[config.mk]
export PLATFORM = sky130hd
export DESIGN_NAME = pdm_top
export DESIGN_NICKNAME = d
export VERILOG_FILES = /design/src/pdm_pkg.sv /design/src/pdm_top.sv
export SDC_FILE = /design/constraint.sdc
export NUM_CORES = 1
export LEC_CHECK = 0
export BUFFER_PORTS_ARGS = -buffer_cell sky130_fd_sc_hd__clkbuf_2
export CORE_ASPECT_RATIO = 0.9
export CORE_MARGIN = 2
export CORE_UTILIZATION = 48
export DETAILED_ROUTE_END_ITERATION = 6
export GPL_TIMING_DRIVEN = 0
export PLACE_DENSITY = 0.84
export SYNTH_ARGS = -nofsm -noshare
export SYNTH_HDL_FRONTEND = slang
export SYNTH_SLANG_ARGS = --single-unit
export TNS_END_PERCENT = 30
[constraint.sdc]
create_clock -name aclk -period 3.5 [get_ports aclk]
set_input_delay 0.175 -clock aclk [delete_from_list [all_inputs] [get_ports aclk]]
set_output_delay 0.175 -clock aclk [all_outputs]
set_load 0.005 [all_outputs]
[src/pdm_pkg.sv]
/*
 * Shared constants and types of the power-down mode control block:
 * register offsets, field positions, reset values, state codes.
 * Assumes a 32-bit AXI4-Lite register bus with byte-wide registers.
 */
package pdm_pkg;

   // ----------------------------------------------------------------
   // Register map
   // ----------------------------------------------------------------
   localparam logic [3:0] PDM_OFS_STANDBY_SELECT_SEL  = 4'h0;
   localparam logic [3:0] PDM_OFS_CLK_STOP  = 4'h4;
   localparam logic [3:0] PDM_OFS_STATE     = 4'h8;
   localparam logic [3:0] PDM_OFS_PIN_MUX   = 4'hC;

   localparam logic [7:0] PDM_STANDBY_SELECT_SEL_RST  = 8'h00;
   localparam logic [7:0] PDM_CLK_STOP_RST  = 8'h00;
   localparam logic [7:0] PDM_PIN_MUX_RST   = 8'h00;

   // ----------------------------------------------------------------
   // Field positions
   // ----------------------------------------------------------------
   localparam int         PDM_BIT_STANDBY_SELECT      = 7;
   localparam int         PDM_BIT_DEBUG_IF  = 7;
   localparam int         PDM_BIT_BREAK     = 6;
   localparam int         PDM_BIT_DMA       = 5;
   localparam int         PDM_BIT_DSP       = 4;
   localparam int         PDM_BIT_RSVD      = 3;
   localparam int         PDM_BIT_CACHE     = 2;
   localparam int         PDM_BIT_UMEM      = 1;
   localparam int         PDM_BIT_XYMEM     = 0;
   localparam int         PDM_BIT_PIN_EN    = 0;
   localparam logic [7:0] PDM_CLK_STOP_MASK = 8'hF7;
   localparam logic [7:0] PDM_STANDBY_SELECT_MASK     = 8'h80;
   localparam logic [7:0] PDM_PIN_MUX_MASK  = 8'h01;

   // ----------------------------------------------------------------
   // Bus answers and byte lane
   // ----------------------------------------------------------------
   localparam logic [1:0] PDM_RESP_OKAY     = 2'b00;
   localparam logic [1:0] PDM_RESP_SLVERR   = 2'b10;
   localparam logic [3:0] PDM_BYTE_STRB     = 4'b0001;

   // ----------------------------------------------------------------
   // Processing-state codes, high bit first
   // ----------------------------------------------------------------
   localparam logic [1:0] PDM_CODE_MANUAL   = 2'b11;
   localparam logic [1:0] PDM_CODE_SLEEP    = 2'b10;
   localparam logic [1:0] PDM_CODE_STANDBY  = 2'b01;
   localparam logic [1:0] PDM_CODE_NORMAL   = 2'b00;

   typedef enum logic [1:0] {
      PDM_RUN,
      PDM_SLEEP,
      PDM_STANDBY
   } pdm_mode_t;

   typedef struct packed {
      logic debug_if_clk_stop;
      logic break_ctl_clk_stop;
      logic dma_clk_stop;
      logic dsp_clk_stop;
      logic cache_clk_stop;
      logic umem_clk_stop;
      logic xymem_clk_stop;
   } pdm_clk_stop_t;

endpackage : pdm_pkg

[src/pdm_top.sv]
/*
 * Power-down mode control: standby select, module clock stops,
 * sleep/standby sequencing and the processing-state pins.
 * Assumes reset and sleep/wake inputs synchronous to aclk, and an
 * AXI4-Lite master that keeps to one write and one read at a time.
 */
// How it works
// State pins: 11 manual, 10 sleep, 01 standby.
// Low power-on input starts power-on reset.
// Low manual input starts manual reset.
// State pins driven only when mux selects.
// Standby select clears on power-on or bus reset only.
// Standby registers take byte writes only.
// Select bit 7 picks sleep or standby.
// Select bits 6..0 read zero.
// Clock-stop register clears on power-on or bus reset only.
// Clock-stop bit 3 reserved, reads zero.
// Bit 7 stops debug interface clock.
// Bit 6 stops break controller clock.
// Bit 5 stops DMA clock.
// Bit 4 stops DSP clock.
// Bit 2 stops cache clock.
// Bit 1 stops U memory clock.
// Bit 0 stops X/Y memory clock.
// Sleep halts processor; standby halts generator too.
// Interrupt or reset ends sleep and standby.
// Manual-reset code wins over low-power codes.
`timescale 1ns/10ps
module pdm_top
   import pdm_pkg::*;
#(
   parameter int ADDR_W = 4
)
(
   input  wire logic                aclk,
   input  wire logic                aresetn,
   input  wire logic                poweron_rst_n,
   input  wire logic                manual_rst_n,
   input  wire logic                sleep_exec,
   input  wire logic                wake_irq,
   input  wire logic [ADDR_W-1:0]   s_axi_awaddr,
   input  wire logic                s_axi_awvalid,
   output logic                     s_axi_awready,
   input  wire logic [31:0]         s_axi_wdata,
   input  wire logic [3:0]          s_axi_wstrb,
   input  wire logic                s_axi_wvalid,
   output logic                     s_axi_wready,
   output logic [1:0]               s_axi_bresp,
   output logic                     s_axi_bvalid,
   input  wire logic                s_axi_bready,
   input  wire logic [ADDR_W-1:0]   s_axi_araddr,
   input  wire logic                s_axi_arvalid,
   output logic                     s_axi_arready,
   output logic [31:0]              s_axi_rdata,
   output logic [1:0]               s_axi_rresp,
   output logic                     s_axi_rvalid,
   input  wire logic                s_axi_rready,
   output logic                     standby_select,
   output pdm_clk_stop_t            clk_stop,
   output logic                     cpu_halt,
   output logic                     cpg_halt,
   output logic                     por_active,
   output logic                     manual_active,
   output logic                     proc_state_code_hi,
   output logic                     proc_state_code_lo,
   output logic                     proc_state_oe
);

   // ----------------------------------------------------------------
   // Elaboration check
   // ----------------------------------------------------------------
   if (ADDR_W < 4)
   begin : g_bad_addr
      $error("pdm_top: ADDR_W must be at least 4");
   end

   // ----------------------------------------------------------------
   // Declarations
   // ----------------------------------------------------------------
   logic                por_clear;
   logic [7:0]          standby_select_sel_q;
   logic [7:0]          clk_stop_q;
   logic [7:0]          pin_mux_q;
   pdm_mode_t           mode_q;
   pdm_mode_t           mode_d;
   logic [1:0]          code_q;
   logic [1:0]          code_d;
   logic                aw_held_q;
   logic [ADDR_W-1:0]   aw_addr_q;
   logic                w_held_q;
   logic [7:0]          w_byte_q;
   logic [3:0]          w_strb_q;
   logic                bvalid_q;
   logic [1:0]          bresp_q;
   logic                rvalid_q;
   logic [31:0]         rdata_q;
   logic [1:0]          rresp_q;
   logic                wr_fire;
   logic [3:0]          wr_ofs;
   logic [3:0]          rd_ofs;
   logic                wr_byte_ok;
   logic                wr_mapped;
   logic                rd_mapped;
   logic [7:0]          rd_byte;

   // ----------------------------------------------------------------
   // Reset sources
   // ----------------------------------------------------------------
   // Bus reset and the power-on pin both clear registers, mode and pins; bus channels clear on bus reset only.
   assign por_clear     = !aresetn || !poweron_rst_n;
   assign por_active    = !poweron_rst_n;
   assign manual_active = !manual_rst_n;

   // ----------------------------------------------------------------
   // Write channel
   // ----------------------------------------------------------------
   assign s_axi_awready = !aw_held_q && !bvalid_q;
   assign s_axi_wready  = !w_held_q && !bvalid_q;
   assign s_axi_bvalid  = bvalid_q;
   assign s_axi_bresp   = bresp_q;
   assign wr_fire       = aw_held_q && w_held_q && !bvalid_q;
   assign wr_ofs        = aw_addr_q[3:0];
   assign wr_byte_ok    = (w_strb_q == PDM_BYTE_STRB);
   assign wr_mapped     = ((aw_addr_q >> 4) == '0) &&
                          ((wr_ofs == PDM_OFS_STANDBY_SELECT_SEL) ||
                           (wr_ofs == PDM_OFS_CLK_STOP) ||
                           (wr_ofs == PDM_OFS_PIN_MUX));

   always_ff @(posedge aclk)
   begin
      if (!aresetn)
      begin
         aw_held_q <= 1'b0;
         aw_addr_q <= '0;
      end
      else if (s_axi_awvalid && s_axi_awready)
      begin
         aw_held_q <= 1'b1;
         aw_addr_q <= s_axi_awaddr;
      end
      else if (wr_fire)
      begin
         aw_held_q <= 1'b0;
      end
   end

   always_ff @(posedge aclk)
   begin
      if (!aresetn)
      begin
         w_held_q <= 1'b0;
         w_byte_q <= 8'h00;
         w_strb_q <= 4'h0;
      end
      else if (s_axi_wvalid && s_axi_wready)
      begin
         w_held_q <= 1'b1;
         w_byte_q <= s_axi_wdata[7:0];
         w_strb_q <= s_axi_wstrb;
      end
      else if (wr_fire)
      begin
         w_held_q <= 1'b0;
      end
   end

   always_ff @(posedge aclk)
   begin
      if (!aresetn)
      begin
         bvalid_q <= 1'b0;
         bresp_q  <= PDM_RESP_OKAY;
      end
      else if (wr_fire)
      begin
         bvalid_q <= 1'b1;
         // Wider or misplaced writes are refused, not half applied
         bresp_q  <= (wr_mapped && wr_byte_ok) ? PDM_RESP_OKAY
                                                : PDM_RESP_SLVERR;
      end
      else if (s_axi_bready)
      begin
         bvalid_q <= 1'b0;
      end
   end

   // ----------------------------------------------------------------
   // Registers
   // ----------------------------------------------------------------
   // Manual reset leaves these alone; only power-on or bus reset clears them.
   always_ff @(posedge aclk)
   begin
      if (por_clear)
      begin
         standby_select_sel_q <= PDM_STANDBY_SELECT_SEL_RST;
      end
      else if (wr_fire && wr_byte_ok && wr_mapped &&
               (wr_ofs == PDM_OFS_STANDBY_SELECT_SEL))
      begin
         standby_select_sel_q <= w_byte_q & PDM_STANDBY_SELECT_MASK;
      end
   end

   always_ff @(posedge aclk)
   begin
      if (por_clear)
      begin
         clk_stop_q <= PDM_CLK_STOP_RST;
      end
      else if (wr_fire && wr_byte_ok && wr_mapped &&
               (wr_ofs == PDM_OFS_CLK_STOP))
      begin
         clk_stop_q <= w_byte_q & PDM_CLK_STOP_MASK;
      end
   end

   always_ff @(posedge aclk)
   begin
      if (por_clear)
      begin
         pin_mux_q <= PDM_PIN_MUX_RST;
      end
      else if (wr_fire && wr_byte_ok && wr_mapped &&
               (wr_ofs == PDM_OFS_PIN_MUX))
      begin
         pin_mux_q <= w_byte_q & PDM_PIN_MUX_MASK;
      end
   end

   // ----------------------------------------------------------------
   // Read channel
   // ----------------------------------------------------------------
   assign s_axi_arready = !rvalid_q;
   assign s_axi_rvalid  = rvalid_q;
   assign s_axi_rdata   = rdata_q;
   assign s_axi_rresp   = rresp_q;
   assign rd_ofs        = s_axi_araddr[3:0];
   assign rd_mapped     = ((s_axi_araddr >> 4) == '0) &&
                          ((rd_ofs == PDM_OFS_STANDBY_SELECT_SEL) ||
                           (rd_ofs == PDM_OFS_CLK_STOP) ||
                           (rd_ofs == PDM_OFS_STATE) ||
                           (rd_ofs == PDM_OFS_PIN_MUX));

   always_comb
   begin
      unique case (rd_ofs)
         PDM_OFS_STANDBY_SELECT_SEL: rd_byte = standby_select_sel_q & PDM_STANDBY_SELECT_MASK;
         PDM_OFS_CLK_STOP: rd_byte = clk_stop_q & PDM_CLK_STOP_MASK;
         PDM_OFS_STATE:    rd_byte = {6'b00_0000, code_q};
         PDM_OFS_PIN_MUX:  rd_byte = pin_mux_q;
         default:          rd_byte = 8'h00;
      endcase
   end

   always_ff @(posedge aclk)
   begin
      if (!aresetn)
      begin
         rvalid_q <= 1'b0;
         rdata_q  <= 32'h0000_0000;
         rresp_q  <= PDM_RESP_OKAY;
      end
      else if (s_axi_arvalid && s_axi_arready)
      begin
         rvalid_q <= 1'b1;
         rdata_q  <= rd_mapped ? {24'h00_0000, rd_byte} : 32'h0000_0000;
         rresp_q  <= rd_mapped ? PDM_RESP_OKAY : PDM_RESP_SLVERR;
      end
      else if (s_axi_rready)
      begin
         rvalid_q <= 1'b0;
      end
   end

   // ----------------------------------------------------------------
   // Low-power sequencing
   // ----------------------------------------------------------------
   always_comb
   begin
      mode_d = mode_q;
      unique case (mode_q)
         PDM_RUN:
         begin
            if (sleep_exec && !wake_irq)
            begin
               mode_d = standby_select_sel_q[PDM_BIT_STANDBY_SELECT] ? PDM_STANDBY
                                                 : PDM_SLEEP;
            end
         end
         PDM_SLEEP,
         PDM_STANDBY:
         begin
            if (wake_irq)
            begin
               mode_d = PDM_RUN;
            end
         end
         default: mode_d = PDM_RUN;
      endcase
   end

   // Either reset drops straight back to normal operation.
   always_ff @(posedge aclk)
   begin
      if (por_clear || !manual_rst_n)
      begin
         mode_q <= PDM_RUN;
      end
      else
      begin
         mode_q <= mode_d;
      end
   end

   assign standby_select = standby_select_sel_q[PDM_BIT_STANDBY_SELECT];
   assign cpu_halt       = (mode_q != PDM_RUN);
   assign cpg_halt       = (mode_q == PDM_STANDBY);

   // ----------------------------------------------------------------
   // Module clock stops
   // ----------------------------------------------------------------
   // Standby halts every peripheral; sleep halts the breaker, cache, U and X/Y memory.
   always_ff @(posedge aclk)
   begin
      if (por_clear)
      begin
         clk_stop <= '0;
      end
      else
      begin
         clk_stop.debug_if_clk_stop  <= clk_stop_q[PDM_BIT_DEBUG_IF] ||
                                        cpg_halt;
         clk_stop.break_ctl_clk_stop <= clk_stop_q[PDM_BIT_BREAK] ||
                                        cpu_halt;
         clk_stop.dma_clk_stop       <= clk_stop_q[PDM_BIT_DMA] ||
                                        cpg_halt;
         clk_stop.dsp_clk_stop       <= clk_stop_q[PDM_BIT_DSP] ||
                                        cpg_halt;
         clk_stop.cache_clk_stop     <= clk_stop_q[PDM_BIT_CACHE] ||
                                        cpu_halt;
         clk_stop.umem_clk_stop      <= clk_stop_q[PDM_BIT_UMEM] ||
                                        cpu_halt;
         clk_stop.xymem_clk_stop     <= clk_stop_q[PDM_BIT_XYMEM] ||
                                        cpu_halt;
      end
   end

   // ----------------------------------------------------------------
   // Processing-state pins
   // ----------------------------------------------------------------
   always_comb
   begin
      if (!manual_rst_n)
      begin
         code_d = PDM_CODE_MANUAL;
      end
      else if (mode_q == PDM_SLEEP)
      begin
         code_d = PDM_CODE_SLEEP;
      end
      else if (mode_q == PDM_STANDBY)
      begin
         code_d = PDM_CODE_STANDBY;
      end
      else
      begin
         code_d = PDM_CODE_NORMAL;
      end
   end

   always_ff @(posedge aclk)
   begin
      if (por_clear)
      begin
         code_q <= PDM_CODE_NORMAL;
      end
      else
      begin
         code_q <= code_d;
      end
   end

   // Pins idle low and undriven unless the mux hands them over.
   assign proc_state_oe      = pin_mux_q[PDM_BIT_PIN_EN];
   assign proc_state_code_hi = proc_state_oe & code_q[1];
   assign proc_state_code_lo = proc_state_oe & code_q[0];

endmodule : pdm_top

---- Word level (Yosys, flattened, before mapping) ----
Cells that the tools add are included.
word-level totals
  input bits .............................. 55
  flip-flop bits (word level) ............. 76
  output and inout bits ................... 56
  logic and storage cells ................. 98
cells by class
  bitwise operators ....................... 2
  mux-type cells .......................... 18
  eq/ne operators ......................... 10
  reductions and logical operators ........ 46
operators by type and width
  operator              number
  $pmux W8 S4           1
  $logic_and A1 B1 Y1   14
  $logic_or A1 B1 Y1    14
  $mux W2               7
  $eq A4 B4 Y1 const B  3
  $reduce_bool A2 Y1    5
  $eq A4 B3 Y1 const B  2
  $logic_not A1 Y1      8
  $logic_not A4 Y1      2
  $mux W1               8
  $mux W8               1
  $eq A4 B1 Y1 const B  1
  $ne A2 B2 Y1 const B  2
  $pmux W2 S2           1
  $and A1 B1 Y1         2
  $eq A2 B1 Y1 const B  1
  $eq A2 B2 Y1 const B  1
  $logic_not A2 Y1      1
  $reduce_and A2 Y1     1
  $reduce_or A2 Y1      1

---- Longest topological paths before layout ----
  depth in word-level cells ............... 5
  mapped depth ............................ 6
  gate-level depth less buffers ........... 6

---- Worst setup path after synthesis ----
No wires, ideal clock.
  path type ............................... flip-flop to flip-flop
  start point ............................. register w_strb_q[1]
  end point ............................... register clk_stop_q[1]
  path slack .............................. 1.777 ns
  required time ........................... 3.372 ns
  cell stages (with the launch flop) ...... 5
  arrival ................................. 1.596 ns
  setup time .............................. 0.128 ns
  path buffers ............................ 0
  clock period less this slack ............ 1.723 ns
  path through ............................ dfxtp_1 or4b_4 nor4_4 mux2i_1 nor2_1
on the way
  word-level cells in the longest chain between the ends .. 4
ends and longest elaborated chain
  what                               line            text
  start, declared                    pdm_top.sv:92   logic [3:0] w_strb_q;
  start signal, assigned             pdm_top.sv:159  w_strb_q <= s_axi_wstrb;
  $eq A4 B1 Y1                       pdm_top.sv:123  assign wr_byte_ok = (w_strb_q == PDM_BYTE_STRB);
  $logic_and A1 B1 Y1 (3 in series)  pdm_top.sv:210  else if (wr_fire && wr_byte_ok && wr_mapped &&
  end signal, assigned               pdm_top.sv:213  clk_stop_q <= w_byte_q & PDM_CLK_STOP_MASK;
  end, declared                      pdm_top.sv:82   logic [7:0] clk_stop_q;
Every way passes these cells.
A chain may end at the register's enable or synchronous reset.

---- Worst setup path in the final report ----
  start point ............................. register w_strb_q[1]
  end point ............................... register clk_stop_q[4]
The elaborated chain is that of the path after synthesis.

==> run metrics <==
port bufs a little under 60; Crit. End Element flip-flop; commonest non-fill, non-tap cell in the layout clkbuf_2; placed wire-length estimate about 3300 um; share of the synthesized area in the top cell type a little under half; Area growth, synth to finish 26.8%; critical path data required time ~3.7 ns; initial antenna violation count 0; Worst VDD drop around 0.27 mV; Compound-Gate Fraction of Synth Area a little over a tenth; Hold WC Path Type in2reg; Worst Setup Start Kind flip-flop; Setup CP Type reg2reg; Total GRT Usage between 10% and 20%; most frequent cells in the layout clkbuf_2, dfxtp_1, nand2_1; # diodes 0; largest net degree at the start of global routing 15; Sink Count 48; top_reg_cell synth dfxtp_1; final WL between 4000 and 5000 um; area of the mapped netlist between 2000 and 2500 sq um; Reg2Reg Depth 4; Post-Synthesis Cells 241; Hold Buf Count CTS 0; drt pass-1 iters 4; clock slew at reported path FFs ~0.090 ns; Worst EP arrival a little over 2 ns; filler instances approximately 370; Final Hold Vio Count 0; die extent in x around 74 um; post-synthesis simple-gate area fraction around 22%; largest family of logic cells by synthesized area simple AND/OR/NAND/NOR gates; max-cap violations 0; reg2reg end clk_stop_q[4]; Tmin final 1.89 ns; Synth async-reset ratio 0%; WL/cell 10.8 um; post_cts resized 0; Die Y between 60 and 70 um; status complete, no violations; Post-synth EDFFs 0; Synth Area in XOR/XNOR 0%; Max Clock Freq roughly 530 MHz; H-tree lvl count 2; Synth Register Bits 48; Max FO, Critical Path 7; GRT overflow 0; post-place setup slack 1.61 ns; FP Rows 22; Num CTS Buffers 5; core area ~4200 sq um; GP Congestion around 0.76; Worst-Margin Slew 0.764 ns; Synth area leaders dfxtp_1, buf_4, mux2i_1; YS warnings 0; Setup WS post-layout around 1.6 ns; hold_sp s_axi_wstrb[2]; leak pwr between 1 and 1.5 nW; Hold Path Depth 3; vias in the first global route approximately 1600; final period utilization 53.9%; DRC 0; hold endpoint w_strb_q[2]; global-route wire length before repair around 6900 um; Worst R2R Setup Slack around 1.6 ns; Post-layout nets between 300 and 400; area share of fa/ha/maj cells after synthesis ~1.8%; layout cell share with drive strength beyond 1 between 20 and 30%; initial drt markers roughly 100; Seq/Total Area, Yosys between 40% and 50%; Clock Tree Root clkbuf_8; synth unique cells 30; final max-slew violation count 0; Routed Antenna Nets 0; via-per-instance ratio ~4.4; leading area contributor after synthesis dfxtp_1; clock skew 0.00762 ns; TNS Setup 0 ns; RSZ-0062 raised after global routing false; CTS max path bufs 2; total setup buffers inserted after CTS 0; # setup viols final 0; vias 1740; Initial Utilization between 50% and 60%; mux contribution to synthesized area 7.11%; clock latency on the worst-skew pair approximately 0.3 ns; Slew headroom about 50%; num ports about 110; CTS tree built; full die area 4990 sq um; Post-Syn Area per Cell 8.84 sq um; Power per Cell Area about 400 nW/um^2; reg2reg start w_strb_q[1]
[critical path, stage by stage, from the launching register on]
cell	delay, ns
dfxtp_1	0.32
or4b_4	0.57
nor4_4	0.56
mux2i_1	0.27
nor2_1	0.05
[cell type report]
type,count,area [sq um],area share (%)
plain buffers,34,229,8.48
clock buffers,6,72.6,2.69
clock inverters,2,35.0,1.30
inverters,13,48.8,1.81
multi-input cells,172,990,36.6
flip-flops and latches,48,961,35.6
well taps,60,75.1,2.78
repair buffers,58,290,10.7
[per-stage QoR]
step / utilization, % / cells / power [W] / cell area, sq um / hold WS [ns]
after global placement: 62.0 / 385 / 0.000711 / 2590 / 0.409
after floorplan: - / 267 / 0.000672 / 2230 / 0.267
final: 64.6 / 393 / 0.00109 / 2700 / 0.0995
after CTS: 64.6 / 393 / 0.00110 / 2700 / 0.0963
after global routing: 64.6 / 393 / 0.00114 / 2700 / 0.102
after detailed placement: 62.0 / 385 / 0.000715 / 2590 / 0.416
[where the power goes]
group          internal [W]  leakage [nW]  switching [W]
clock network      0.000212        0.0552       0.000177
registers          0.000564         0.391      0.0000138
logic             0.0000641         0.785      0.0000608
total              0.000841          1.23       0.000251
[cell usage after synthesis, drive strengths merged (2+ instances only)]
master  instances
o211a           2
nand3b          2
mux2i          14
clkbuf          7
nor3b           2
and2            4
nand3           5
nand2b          4
or4b            2
ha              3
nor2           22
o21ai           4
nand2          32
inv            13
a21oi          10
dfxtp          48
nor4            2
a22oi           5
nor2b          12
buf            27
a21boi         13
nor3            2
[worst max path at each step]
stage | start | to | slack (ns) | cells after the start
after detailed placement | w_strb_q[1] | clk_stop_q[4] | 1.61 | 4
final | w_strb_q[1] | clk_stop_q[4] | 1.61 | 4
after floorplan | w_strb_q[1] | clk_stop_q[1] | 1.78 | 4
after global routing | s_axi_bvalid | clk_stop_q[4] | 1.45 | 4
after global placement | w_strb_q[1] | clk_stop_q[1] | 1.65 | 4
after CTS | w_strb_q[1] | clk_stop_q[4] | 1.59 | 4
[logic make-up after synthesis]
family / count (synthesis)
flops: 48
simple gates: 92
compound gates: 35
other cells: 1
buf+inv: 47
mux: 15
fa+ha+maj: 3
[registers in the layout, summed over array words and instances, names as in the netlist, 2 cells and up]
signal	count
mode_q	2
w_byte_q	7
w_strb_q	4
clk_stop_q	7
aw_addr_q	4
code_q	2
clk_stop	7
s_axi_rdata	7
[layer usage]
metal  routed length [um]  vias up  track usage, %
met1                 1910      757            22.9
met4                   41        0            7.37
met3                  293        5            4.03
li1                     -      918               -
met2                 2000       60            31.4
met5                    0        -               0
Power figures use the tool's default switching activity.
